**src/rtl/acb_regs.vh**
```
// register offsets, field positions, reset values and sizes of the converter control block
`ifndef ACB_REGS_VH
`define ACB_REGS_VH

`define ACB_ADDR_W 8
`define ACB_DATA_W 16

`define ACB_OFF_CTRL_ONE 8'h00
`define ACB_OFF_CTRL_TWO 8'h04
`define ACB_OFF_SCAN_LOW 8'h08
`define ACB_OFF_SCAN_HIGH 8'h0c
`define ACB_OFF_PIN_CFG 8'h10
`define ACB_OFF_INT_STATUS 8'h14
`define ACB_OFF_INT_ENABLE 8'h18
`define ACB_OFF_INT_CLEAR 8'h1c
`define ACB_OFF_PTR_STATUS 8'h20
`define ACB_OFF_RESULT_BASE 8'h40

`define ACB_RESULT_REGION 2'h1

`define ACB_C1_DONE 0
`define ACB_C1_SAMPLE 1
`define ACB_C1_ON 15

`define ACB_C2_SPI_LO 2
`define ACB_C2_SPI_HI 5
`define ACB_C2_SCAN 10

`define ACB_EV_COUNT 0
`define ACB_EV_OVERRUN 1
`define ACB_EV_W 2

`define ACB_NUM_BUF 16
`define ACB_PTR_W 4
`define ACB_CH_W 5
`define ACB_NUM_CH 32

`define ACB_RST_16 16'h0000
`define ACB_RST_EV 2'h0
`define ACB_RST_PTR 4'h0
`define ACB_RST_CH 5'h00

`endif

```
**src/rtl/acb_top.v**
```verilog
// converter control: done flag, sample counting, scan list, result pointer, pin gating
// Overview of operation
// interrupt flag rises after the count chosen by samples_per_interrupt
// with scanning on, scan list restarts at first selected channel at count
// without dma the result pointer returns to buffer zero at count
// without dma sixteen buffers hold successive results in order
// buffer choice follows the pointer only, never the converted channel
// with dma one buffer, overwritten by each completed conversion
// reader must take each single-buffer result before the next completes
// hardware clears done only when a conversion starts
// done sets on completion and stays set until software clears it or the next conversion begins
// in manual sampling software clears done before setting sample start
// software sets pin digital config in both converters for digital use
// pin not digital in both: input buffer disabled, input reads zero
// result stored and pointer advanced in the cycle done sets
// field value n means n plus one conversions per interrupt
`timescale 1ns/1ps
`include "acb_regs.vh"
module acb_top #(
    parameter RES_W = 12,
    parameter NUM_PINS = 13,
    parameter HAS_DMA = 0,
    parameter DUAL_ADC = 1
) (
    input wire ref_clk,
    input wire reset_n,
    input wire [`ACB_ADDR_W-1:0] reg_addr,
    input wire [`ACB_DATA_W-1:0] reg_wdata,
    input wire reg_wr,
    input wire reg_rd,
    output reg [`ACB_DATA_W-1:0] reg_rdata_q,
    input wire conv_start,
    input wire conv_done,
    input wire [RES_W-1:0] conv_result,
    input wire [`ACB_CH_W-1:0] conv_channel,
    output reg converter_on_q,
    output reg sample_req_q,
    output reg [`ACB_CH_W-1:0] scan_channel_q,
    input wire [NUM_PINS-1:0] partner_pin_config,
    output reg [NUM_PINS-1:0] pin_config_q,
    input wire [NUM_PINS-1:0] pad_in,
    output reg [NUM_PINS-1:0] dig_in_q,
    output reg [NUM_PINS-1:0] dig_buf_en_q,
    output reg irq_q
);
    // register decode
    wire wr_c1 = reg_wr && (reg_addr == `ACB_OFF_CTRL_ONE);
    wire wr_c2 = reg_wr && (reg_addr == `ACB_OFF_CTRL_TWO);
    wire wr_slo = reg_wr && (reg_addr == `ACB_OFF_SCAN_LOW);
    wire wr_shi = reg_wr && (reg_addr == `ACB_OFF_SCAN_HIGH);
    wire wr_pcfg = reg_wr && (reg_addr == `ACB_OFF_PIN_CFG);
    wire wr_ien = reg_wr && (reg_addr == `ACB_OFF_INT_ENABLE);
    wire wr_iclr = reg_wr && (reg_addr == `ACB_OFF_INT_CLEAR);
    wire in_result = (reg_addr[7:6] == `ACB_RESULT_REGION);
    wire [`ACB_PTR_W-1:0] rd_idx = reg_addr[5:2];
    wire rd_buf0 = reg_rd && in_result && (rd_idx == `ACB_RST_PTR);

    reg done_q;
    reg scan_en_q;
    reg [3:0] spi_q;
    reg [15:0] scan_low_q;
    reg [15:0] scan_high_q;
    reg [`ACB_EV_W-1:0] int_status_q;
    reg [`ACB_EV_W-1:0] int_enable_q;
    reg [`ACB_PTR_W-1:0] buf_ptr_q;
    reg [3:0] smp_cnt_q;
    reg unread_q;
    reg [NUM_PINS-1:0] pad_meta_q;
    reg [NUM_PINS-1:0] pad_sync_q;

    // sample counting
    wire count_hit = conv_done && (smp_cnt_q == spi_q);
    wire overrun = conv_done && unread_q && (HAS_DMA != 0);

    // scan list search
    wire [`ACB_NUM_CH-1:0] scan_sel = {scan_high_q, scan_low_q};
    reg [`ACB_CH_W-1:0] first_ch;
    reg [`ACB_CH_W-1:0] next_ch;
    reg found_next;
    integer i;
    always @* begin
        first_ch = `ACB_RST_CH;
        next_ch = `ACB_RST_CH;
        found_next = 1'b0;
        for (i = `ACB_NUM_CH - 1; i >= 0; i = i - 1) begin
            if (scan_sel[i]) begin
                first_ch = i[`ACB_CH_W-1:0];
            end
        end
        for (i = `ACB_NUM_CH - 1; i >= 0; i = i - 1) begin
            if (scan_sel[i] && (i[`ACB_CH_W-1:0] > scan_channel_q)) begin
                next_ch = i[`ACB_CH_W-1:0];
                found_next = 1'b1;
            end
        end
        if (!found_next) begin
            next_ch = first_ch;
        end
    end

    // result storage, written only at the pointer
    wire [RES_W-1:0] buf_rd_w;
    acb_result_store #(
        .RES_W(RES_W),
        .NUM_BUF(`ACB_NUM_BUF),
        .IDX_W(`ACB_PTR_W)
    ) u_store (
        .clk(ref_clk),
        .reset_n(reset_n),
        .wr_en(conv_done),
        .wr_idx(buf_ptr_q),
        .wr_data(conv_result),
        .rd_idx(rd_idx),
        .rd_data(buf_rd_w)
    );

    // conv_channel is deliberately unused for buffer choice
    wire unused_ch = |conv_channel;

    // control one: on, sample start, done
    always @(posedge ref_clk or negedge reset_n) begin
        if (!reset_n) begin
            converter_on_q <= 1'b0;
            sample_req_q <= 1'b0;
            done_q <= 1'b0;
        end else begin
            if (wr_c1) begin
                converter_on_q <= reg_wdata[`ACB_C1_ON];
            end
            // software set of sample start beats the hardware clear
            if (wr_c1 && reg_wdata[`ACB_C1_SAMPLE]) begin
                sample_req_q <= 1'b1;
            end else if (conv_start || (wr_c1 && !reg_wdata[`ACB_C1_SAMPLE])) begin
                sample_req_q <= 1'b0;
            end
            // completion wins over any clear in the same cycle
            if (conv_done) begin
                done_q <= 1'b1;
            end else if (conv_start) begin
                done_q <= 1'b0;
            end else if (wr_c1 && !reg_wdata[`ACB_C1_DONE]) begin
                done_q <= 1'b0;
            end
        end
    end

    // control two, scan selects, pin config, enables
    always @(posedge ref_clk or negedge reset_n) begin
        if (!reset_n) begin
            scan_en_q <= 1'b0;
            spi_q <= 4'h0;
            scan_low_q <= `ACB_RST_16;
            scan_high_q <= `ACB_RST_16;
            pin_config_q <= {NUM_PINS{1'b0}};
            int_enable_q <= `ACB_RST_EV;
        end else begin
            if (wr_c2) begin
                scan_en_q <= reg_wdata[`ACB_C2_SCAN];
                spi_q <= reg_wdata[`ACB_C2_SPI_HI:`ACB_C2_SPI_LO];
            end
            if (wr_slo) begin
                scan_low_q <= reg_wdata;
            end
            if (wr_shi) begin
                scan_high_q <= reg_wdata;
            end
            if (wr_pcfg) begin
                pin_config_q <= reg_wdata[NUM_PINS-1:0];
            end
            if (wr_ien) begin
                int_enable_q <= reg_wdata[`ACB_EV_W-1:0];
            end
        end
    end

    // sample counter, pointer and scan position
    always @(posedge ref_clk or negedge reset_n) begin
        if (!reset_n) begin
            smp_cnt_q <= 4'h0;
            buf_ptr_q <= `ACB_RST_PTR;
            scan_channel_q <= `ACB_RST_CH;
        end else begin
            if (count_hit) begin
                smp_cnt_q <= 4'h0;
            end else if (conv_done) begin
                smp_cnt_q <= smp_cnt_q + 4'h1;
            end
            if (HAS_DMA != 0) begin
                buf_ptr_q <= `ACB_RST_PTR;
            end else if (count_hit) begin
                buf_ptr_q <= `ACB_RST_PTR;
            end else if (conv_done) begin
                buf_ptr_q <= buf_ptr_q + 4'h1;
            end
            // scan list disabled parks the selection on channel zero
            if (!scan_en_q) begin
                scan_channel_q <= `ACB_RST_CH;
            end else if (count_hit) begin
                scan_channel_q <= first_ch;
            end else if (conv_done) begin
                scan_channel_q <= next_ch;
            end
        end
    end

    // unread tracking for the single buffer; reader keeps pace or loses data
    always @(posedge ref_clk or negedge reset_n) begin
        if (!reset_n) begin
            unread_q <= 1'b0;
        end else if (conv_done) begin
            unread_q <= 1'b1;
        end else if (rd_buf0) begin
            unread_q <= 1'b0;
        end
    end

    // sticky status, set beats clear
    wire [`ACB_EV_W-1:0] events = {overrun, count_hit};
    wire [`ACB_EV_W-1:0] clr_mask = wr_iclr ? reg_wdata[`ACB_EV_W-1:0] : `ACB_RST_EV;
    wire [`ACB_EV_W-1:0] status_d = (int_status_q & ~clr_mask) | events;
    always @(posedge ref_clk or negedge reset_n) begin
        if (!reset_n) begin
            int_status_q <= `ACB_RST_EV;
            irq_q <= 1'b0;
        end else begin
            int_status_q <= status_d;
            irq_q <= |(status_d & int_enable_q);
        end
    end

    // pad inputs are asynchronous: two flops before the gate
    always @(posedge ref_clk or negedge reset_n) begin
        if (!reset_n) begin
            pad_meta_q <= {NUM_PINS{1'b0}};
            pad_sync_q <= {NUM_PINS{1'b0}};
        end else begin
            pad_meta_q <= pad_in;
            pad_sync_q <= pad_meta_q;
        end
    end

    // digital use needs both converters to agree
    wire [NUM_PINS-1:0] digital_ok = (DUAL_ADC != 0) ?
        (pin_config_q & partner_pin_config) : pin_config_q;
    always @(posedge ref_clk or negedge reset_n) begin
        if (!reset_n) begin
            dig_buf_en_q <= {NUM_PINS{1'b0}};
            dig_in_q <= {NUM_PINS{1'b0}};
        end else begin
            dig_buf_en_q <= digital_ok;
            dig_in_q <= pad_sync_q & digital_ok;
        end
    end

    // read data one cycle after the strobe, zero elsewhere
    reg [`ACB_DATA_W-1:0] rd_mux;
    always @* begin
        rd_mux = `ACB_RST_16;
        if (in_result) begin
            if ((HAS_DMA == 0) || (rd_idx == `ACB_RST_PTR)) begin
                rd_mux[RES_W-1:0] = buf_rd_w;
            end
        end else begin
            case (reg_addr)
                `ACB_OFF_CTRL_ONE: begin
                    rd_mux[`ACB_C1_ON] = converter_on_q;
                    rd_mux[`ACB_C1_SAMPLE] = sample_req_q;
                    rd_mux[`ACB_C1_DONE] = done_q;
                end
                `ACB_OFF_CTRL_TWO: begin
                    rd_mux[`ACB_C2_SCAN] = scan_en_q;
                    rd_mux[`ACB_C2_SPI_HI:`ACB_C2_SPI_LO] = spi_q;
                end
                `ACB_OFF_SCAN_LOW: begin
                    rd_mux = scan_low_q;
                end
                `ACB_OFF_SCAN_HIGH: begin
                    rd_mux = scan_high_q;
                end
                `ACB_OFF_PIN_CFG: begin
                    rd_mux[NUM_PINS-1:0] = pin_config_q;
                end
                `ACB_OFF_INT_STATUS: begin
                    rd_mux[`ACB_EV_W-1:0] = int_status_q;
                end
                `ACB_OFF_INT_ENABLE: begin
                    rd_mux[`ACB_EV_W-1:0] = int_enable_q;
                end
                `ACB_OFF_PTR_STATUS: begin
                    rd_mux[`ACB_PTR_W-1:0] = buf_ptr_q;
                    rd_mux[11:8] = smp_cnt_q;
                    rd_mux[12] = unused_ch & 1'b0;
                end
                default: begin
                    rd_mux = `ACB_RST_16;
                end
            endcase
        end
    end

    always @(posedge ref_clk or negedge reset_n) begin
        if (!reset_n) begin
            reg_rdata_q <= `ACB_RST_16;
        end else if (reg_rd) begin
            reg_rdata_q <= rd_mux;
        end else begin
            reg_rdata_q <= `ACB_RST_16;
        end
    end
endmodule

```
**src/rtl/acb_result_store.v**
```verilog
// flip-flop result buffers, written by pointer and read by index
`timescale 1ns/1ps
module acb_result_store #(
    parameter RES_W = 12,
    parameter NUM_BUF = 16,
    parameter IDX_W = 4
) (
    input wire clk,
    input wire reset_n,
    input wire wr_en,
    input wire [IDX_W-1:0] wr_idx,
    input wire [RES_W-1:0] wr_data,
    input wire [IDX_W-1:0] rd_idx,
    output wire [RES_W-1:0] rd_data
);
    wire [RES_W*NUM_BUF-1:0] flat_w;

    genvar g;
    generate
        for (g = 0; g < NUM_BUF; g = g + 1) begin : entry
            reg [RES_W-1:0] word_q;
            always @(posedge clk or negedge reset_n) begin
                if (!reset_n) begin
                    word_q <= {RES_W{1'b0}};
                end else if (wr_en && (wr_idx == g)) begin
                    word_q <= wr_data;
                end
            end
            assign flat_w[g*RES_W +: RES_W] = word_q;
        end
    endgenerate

    assign rd_data = flat_w[rd_idx*RES_W +: RES_W];
endmodule

```
**config.mk**
```make
export PLATFORM = sky130hd
export DESIGN_NAME = acb_top
export DESIGN_NICKNAME = d
export VERILOG_FILES = /design/src/rtl/acb_top.v /design/src/rtl/acb_result_store.v
export VERILOG_INCLUDE_DIRS = /design/src /design/src/rtl
export SDC_FILE = /design/constraint.sdc
export NUM_CORES = 1
export LEC_CHECK = 0
export BUFFER_PORTS_ARGS = -buffer_cell sky130_fd_sc_hd__buf_2
export CAP_MARGIN = 20
export CORE_AREA = 2 2 169 188
export CTS_CLUSTER_SIZE = 10
export DETAILED_ROUTE_END_ITERATION = 7
export DIE_AREA = 0 0 171 190
export MAX_ROUTING_LAYER = met4
export PLACE_DENSITY = 0.69
export SLEW_MARGIN = 20
export SYNTH_ARGS = -nofsm -noshare
export SYNTH_HDL_FRONTEND = slang
export SYNTH_SLANG_ARGS = --single-unit
```
**constraint.sdc**
```tcl
create_clock -name ref_clk -period 2.9 [get_ports ref_clk]
set_clock_uncertainty 0.05 [all_clocks]
set_input_delay 0 -clock ref_clk [delete_from_list [all_inputs] [get_ports ref_clk]]
set_output_delay 0 -clock ref_clk [all_outputs]
set_load 0.02 [all_outputs]
```
======== Word-level counts from Yosys, hierarchy flattened ========
Cells that the tools add are included.
word-level totals
  output and inout bits ................... 63
  word-level logic and storage cells ...... 293
  register bits ........................... 331
  input bits .............................. 73
operators by class
  equal/unequal tests ..................... 26
  muxes and demuxes ....................... 122
  shifts and indexed selects .............. 1
  $lt $le $gt $ge ......................... 32
  multipliers ............................. 1
  $add $sub $neg .......................... 2
  bitwise operators ....................... 6
  reduce and logical (&&, ||, !) cells .... 68
operator list
  cell                                                           count
  two-way mux 5 bit                                              68
  variable part select 192 x 9 -> 12 bit                         1
  greater-than comparator 5 bit (first input constant)           16
  logical AND 1 bit                                              59
  greater-than comparator 4 x 5 -> 1 bit (first input constant)  8
  two-way mux 1 bit                                              37
  == test 4 bit (second input constant)                          8
  == test 8 x 5 -> 1 bit (second input constant)                 4
  bitwise AND 13 bit                                             2
  case mux 2 bit (4 select lines)                                3
  greater-than comparator 3 x 5 -> 1 bit (first input constant)  4
  two-way mux 4 bit                                              5
  == test 4 x 3 -> 1 bit (second input constant)                 4
  == test 8 x 4 -> 1 bit (second input constant)                 2
  two-way mux 16 bit                                             1
  case mux 2 bit (7 select lines)                                1
  two-way mux 12 bit                                             1
  greater-than comparator 1 x 5 -> 1 bit (first input constant)  2
  greater-than comparator 2 x 5 -> 1 bit (first input constant)  2
  case mux 2 bit (5 select lines)                                1
  adder 4 x 1 -> 4 bit (second input constant)                   2
  == test 4 x 2 -> 1 bit (second input constant)                 2
  == test 8 x 3 -> 1 bit (second input constant)                 1
  == test 8 x 6 -> 1 bit (second input constant)                 1
  20 further kinds                                               23

======== Depth between registers and ports, before layout ========
  word-level depth ........................ 38
  mapped depth ............................ 11
  depth with buffers taken out ............ 8

======== Hierarchy ========
Synthesis repeated with hierarchy kept, for this count alone.
unflattened totals
  cells, all modules ...................... 1,164
  area, all modules ....................... 15,416.0 sq um
by module, submodules not included
  module            seq. area each (sq um)  area each (sq um)  times used  cells an instance
  acb_result_store  4,804.6                 8,650.8            1           538
  acb_top           3,478.3                 6,765.2            1           626

======== Least setup slack after synthesis ========
Ideal clock, no wire load.
  path kind ............................... reg2reg
  start point ............................. register scan_channel_q[1]
  end point ............................... register scan_channel_q[0]
  data arrival time ....................... 2,120 ps
  setup time .............................. 90 ps
  buffers on the path ..................... 2
  clock period less this slack ............ 2,260 ps
  cell stages (with the launch flop) ...... 11
  path slack .............................. 640 ps
  cell sequence ........................... dfrtp_1 > buf_4 > buf_4 > nor3_1 > o21ai_1 > nand4_1 > nor4b_4 > a41oi_4 > a2111oi_4 > o41ai_1 > o221ai_1
on the way
  longest elaborated chain between the ends .. 38
  elaborated cells between the ends (all ways) .. 132
  classes of those cells .................. 32 x order compare; 68 x mux; 32 x reduce/logical
ends and longest elaborated chain
  item                                                                  RTL line       text
  start: declaration                                                    acb_top.v:38   output reg [`ACB_CH_W-1:0] scan_channel_q,
  start signal: assignment                                              acb_top.v:181  scan_channel_q <= `ACB_RST_CH;
  start signal: assignment                                              acb_top.v:197  scan_channel_q <= `ACB_RST_CH;
  start signal: assignment                                              acb_top.v:199  scan_channel_q <= first_ch;
  greater-than comparator 5 bit                                         acb_top.v:91   if (scan_sel[i] && (i[`ACB_CH_W-1:0] > scan_channel_q)) begin
  logical AND 1 bit                                                     acb_top.v:91
  two-way mux 5 bit or two-way mux 1 bit (tied branches) (32 in a row)  acb_top.v:91
  two-way mux 5 bit (*)                                                 acb_top.v:96   if (!found_next) begin
  two-way mux 5 bit (*)                                                 acb_top.v:200  end else if (conv_done) begin
  two-way mux 5 bit (*)                                                 acb_top.v:198  end else if (count_hit) begin
  two-way mux 5 bit (*)                                                 acb_top.v:196  if (!scan_en_q) begin
Mark *: on every way between the ends. The rest lies on a longest branch, timed or not. The select of a mux whose other input is x is not followed.
A chain may end at the register's enable or synchronous reset.

======== Final worst setup path ========
  start point ............................. register scan_channel_q[0]
  end point ............................... register scan_channel_q[1]
Same word-level chain as after synthesis.

==> flow_summary.json <==
{
  "crit_family": "compound AO/OA/AOI/OAI gates",
  "synth_edf_count": 0,
  "fin_tns_setup_ps": 0,
  "worstHoldStart": "pad_in[6]",
  "globalplace.congestion": 0.911,
  "htree_num_levels": 2,
  "final_cell_mix": "331 x dfrtp_1, 231 x mux2_2, 128 x buf_2",
  "drv_cap": 0,
  "syn_area_um2": 15400,
  "r2r_cells": 7,
  "drt_iter0_drc": 797,
  "end_kind": "register",
  "fp.dieW_um": 171,
  "postCtsSetupBuffers": 0,
  "first_global_vias": 10900,
  "power_per_cell_area_nw_per_um2": 781,
  "ant_nets": 0,
  "area_growth_pct": 19.0,
  "final_core_util_pct": 59.4,
  "via_per_inst": 5.97,
  "startpoint_type": "register",
  "wl_met1_mm": 16.1,
  "tritoncts": "done",
  "rsz0062_at_grt": "false",
  "numCtsBuffers": 40,
  "final-max-slew-violation-count": 0,
  "synth_seq_cells": 331,
  "hold_viol_final": 0,
  "setup_viol": 0,
  "root_buffer": "clkbuf_16",
  "hold_depth": 2,
  "yosysUniqueCellTypes": 75,
  "yosys.area.top_type_share_pct": 53.9,
  "r2r_slack_ps": 260,
  "ios": 136,
  "overflow": 0,
  "synth_area_leaders": "dfrtp_1 54%, mux2_2 17%, mux4_2 8.8%, nand2_1 1.7%, mux2_1 1.2%",
  "fin_crit_ps": 2640,
  "drc_errors": 0,
  "final_area_um2": 18300,
  "synth.largest_area_cell": "dfrtp_1",
  "hp-class": "input pin to register",
  "cts_buffer_depth": 3,
  "postRouteWirelength_mm": 39.8,
  "dr_wl_met3_mm": 2.08,
  "critPathMaxFanout": 17,
  "ys_seq_area_share_pct": 53.9,
  "row_count": 68,
  "grtUsageTotal_pct": 26.1,
  "critPathSlowestCell": "dfrtp_1",
  "synthesis.instances": 1144,
  "relSlewSlack_pct": 39.3,
  "yosys_warnings": 0,
  "io_buffers": 130,
  "dieArea_um2": 32500,
  "route.met2.wl_mm": 20.2,
  "numClockSinks": 331,
  "die_h_um": 190,
  "grt_max_degree": 104,
  "nets": 1417,
  "fmax_ghz": 0.379,
  "avgRoutedWirePerCell_um": 22.5,
  "vias": 10500,
  "avgSynthCellArea_um2": 13.4,
  "start_util_pct": 49.9,
  "post_cts_resized": 0,
  "crit_type": "register to register",
  "worst_r2r_endpoint": "scan_channel_q[1]",
  "status": "finished clean",
  "layout-drive-gt1-share_pct": 38.5,
  "firstDrtPassIters": 7,
  "p_leak_uw": 0.00856,
  "whs_endpoint": "pad_meta_q[6]",
  "r2r-start": "scan_channel_q[0]",
  "hpwl_mm": 26.3,
  "clock_latency_ps": 530,
  "critPathBufInv": 0,
  "required_ps": 3270,
  "cp.depth": 7,
  "grt_pass1_wl_mm": 63.0,
  "fin_crit_sh_pct": 91.1,
  "num_antenna_cells": 0,
  "async_reset_ff_share_pct": 100,
  "tightest_slew_ps": 905,
  "antenna_found_initial": 0,
  "crit_path_max_incr_delay_ps": 750,
  "layout.cells.most_common": "dfrtp_1",
  "clk_pin_slew_worst_paths_ps": 50,
  "dpl_cell_area_um2": 16600,
  "highest_layer": "met4",
  "cp.arrival_ps": 3010,
  "peakVddDrop_uv": 700,
  "hold_buffers": 62,
  "crit_chain": "nor3_1 > o21ai_1 > nand4_1 > nor4b_4 > a41oi_4 > a311o_1 > o211ai_1",
  "ys_dominant_reg_cell": "dfrtp_1",
  "syn-num-nets": 1222,
  "coreArea_um2": 30800
}
[layout make-up]
| class | count | area [µm²] |
|---|---|---|
| Sequential cell | 331 | 8280 |
| Clock buffer | 46 | 1030 |
| Tap cell | 420 | 526 |
| Multi-Input combinational cell | 723 | 6690 |
| Clock inverter | 4 | 72.6 |
| Inverter | 14 | 52.6 |
| Timing Repair Buffer | 229 | 1620 |
| Fill cell | 2482 | 12500 |
[per-stage QoR]
step           total power, µW  hold slack (ps)  setup slack (ps)  instances
2_1_floorplan             8920             -346               640       1144
3_3_place_gp              9760             58.0               308       1655
3_5_place_dp              9920             59.3               184       1655
4_1_cts                  14400             24.0               272       1767
5_1_grt                  15000             45.6              55.0       1767
6_report                 14300             64.3               259       1767
[report_power, final]
group	leakage [µW]	internal [µW]	switching, µW
sequential	0.00431	5910	715
combinational	0.00372	1980	1300
clock	0.000536	2590	1780
[Yosys cell counts (7+ instances only)]
library cell  count
a21oi_1          25
and2_1           18
and3_1           20
buf_2            18
clkbuf_1         44
dfrtp_1         331
inv_1            14
mux2_1           17
mux2_2          231
mux2i_1          11
mux4_2           60
nand2_1          69
nand2b_1          9
nand3_1          15
nor2_1           45
nor2b_1          13
nor3_1           10
nor4_1            9
o21ai_0          35
o21ai_1          12
o22ai_1           8
xor2_1            7
[per-layer routing]
metal | up-vias | track usage (%)
met3 | 116 | 3.74
met4 | 0 | 9.91
met2 | 349 | 43.3
li1 | 4603 | -
met1 | 5478 | 32.7
met5 | - | -
[logic make-up after synthesis]
group / share of synthesized area (%)
compound gates: 7.18
buf+inv: 2.59
fa+ha+maj: 0.407
xor+xnor: 0.513
mux: 27.7
flops: 53.9
simple gates: 7.71
[state kept, by name, indices dropped and copies added, names as in the netlist]
register	cells
converter_on_q	1
reg_rdata_q	16
done_q	1
pin_config_q	13
int_enable_q	2
spi_q	4
u_store.entry.word_q	192
int_status_q	2
smp_cnt_q	4
scan_channel_q	5
irq_q	1
dig_buf_en_q	13
sample_req_q	1
dig_in_q	13
scan_low_q	16
pad_meta_q	13
pad_sync_q	13
scan_en_q	1
buf_ptr_q	4
scan_high_q	16
[worst register-to-register path, cell delays in order, from the launching register on]
cell      delay, ps
dfrtp_1         750
nor3_1          190
o21ai_1         240
nand4_1         240
nor4b_4         410
a41oi_4         230
a311o_1         340
o211ai_1        100
[worst max-delay path by stage]
stage                      startpoint                 to  slack (ps)
CTS                 scan_channel_q[0]  scan_channel_q[1]         270
floorplan           scan_channel_q[1]  scan_channel_q[0]         640
finish              scan_channel_q[0]  scan_channel_q[1]         260
detailed placement        reg_addr[2]    pin_config_q[5]         180
global placement          reg_addr[2]   pin_config_q[11]         310
global route              reg_addr[7]    pin_config_q[5]          50
No activity file was read; power rests on OpenSTA's default activity.
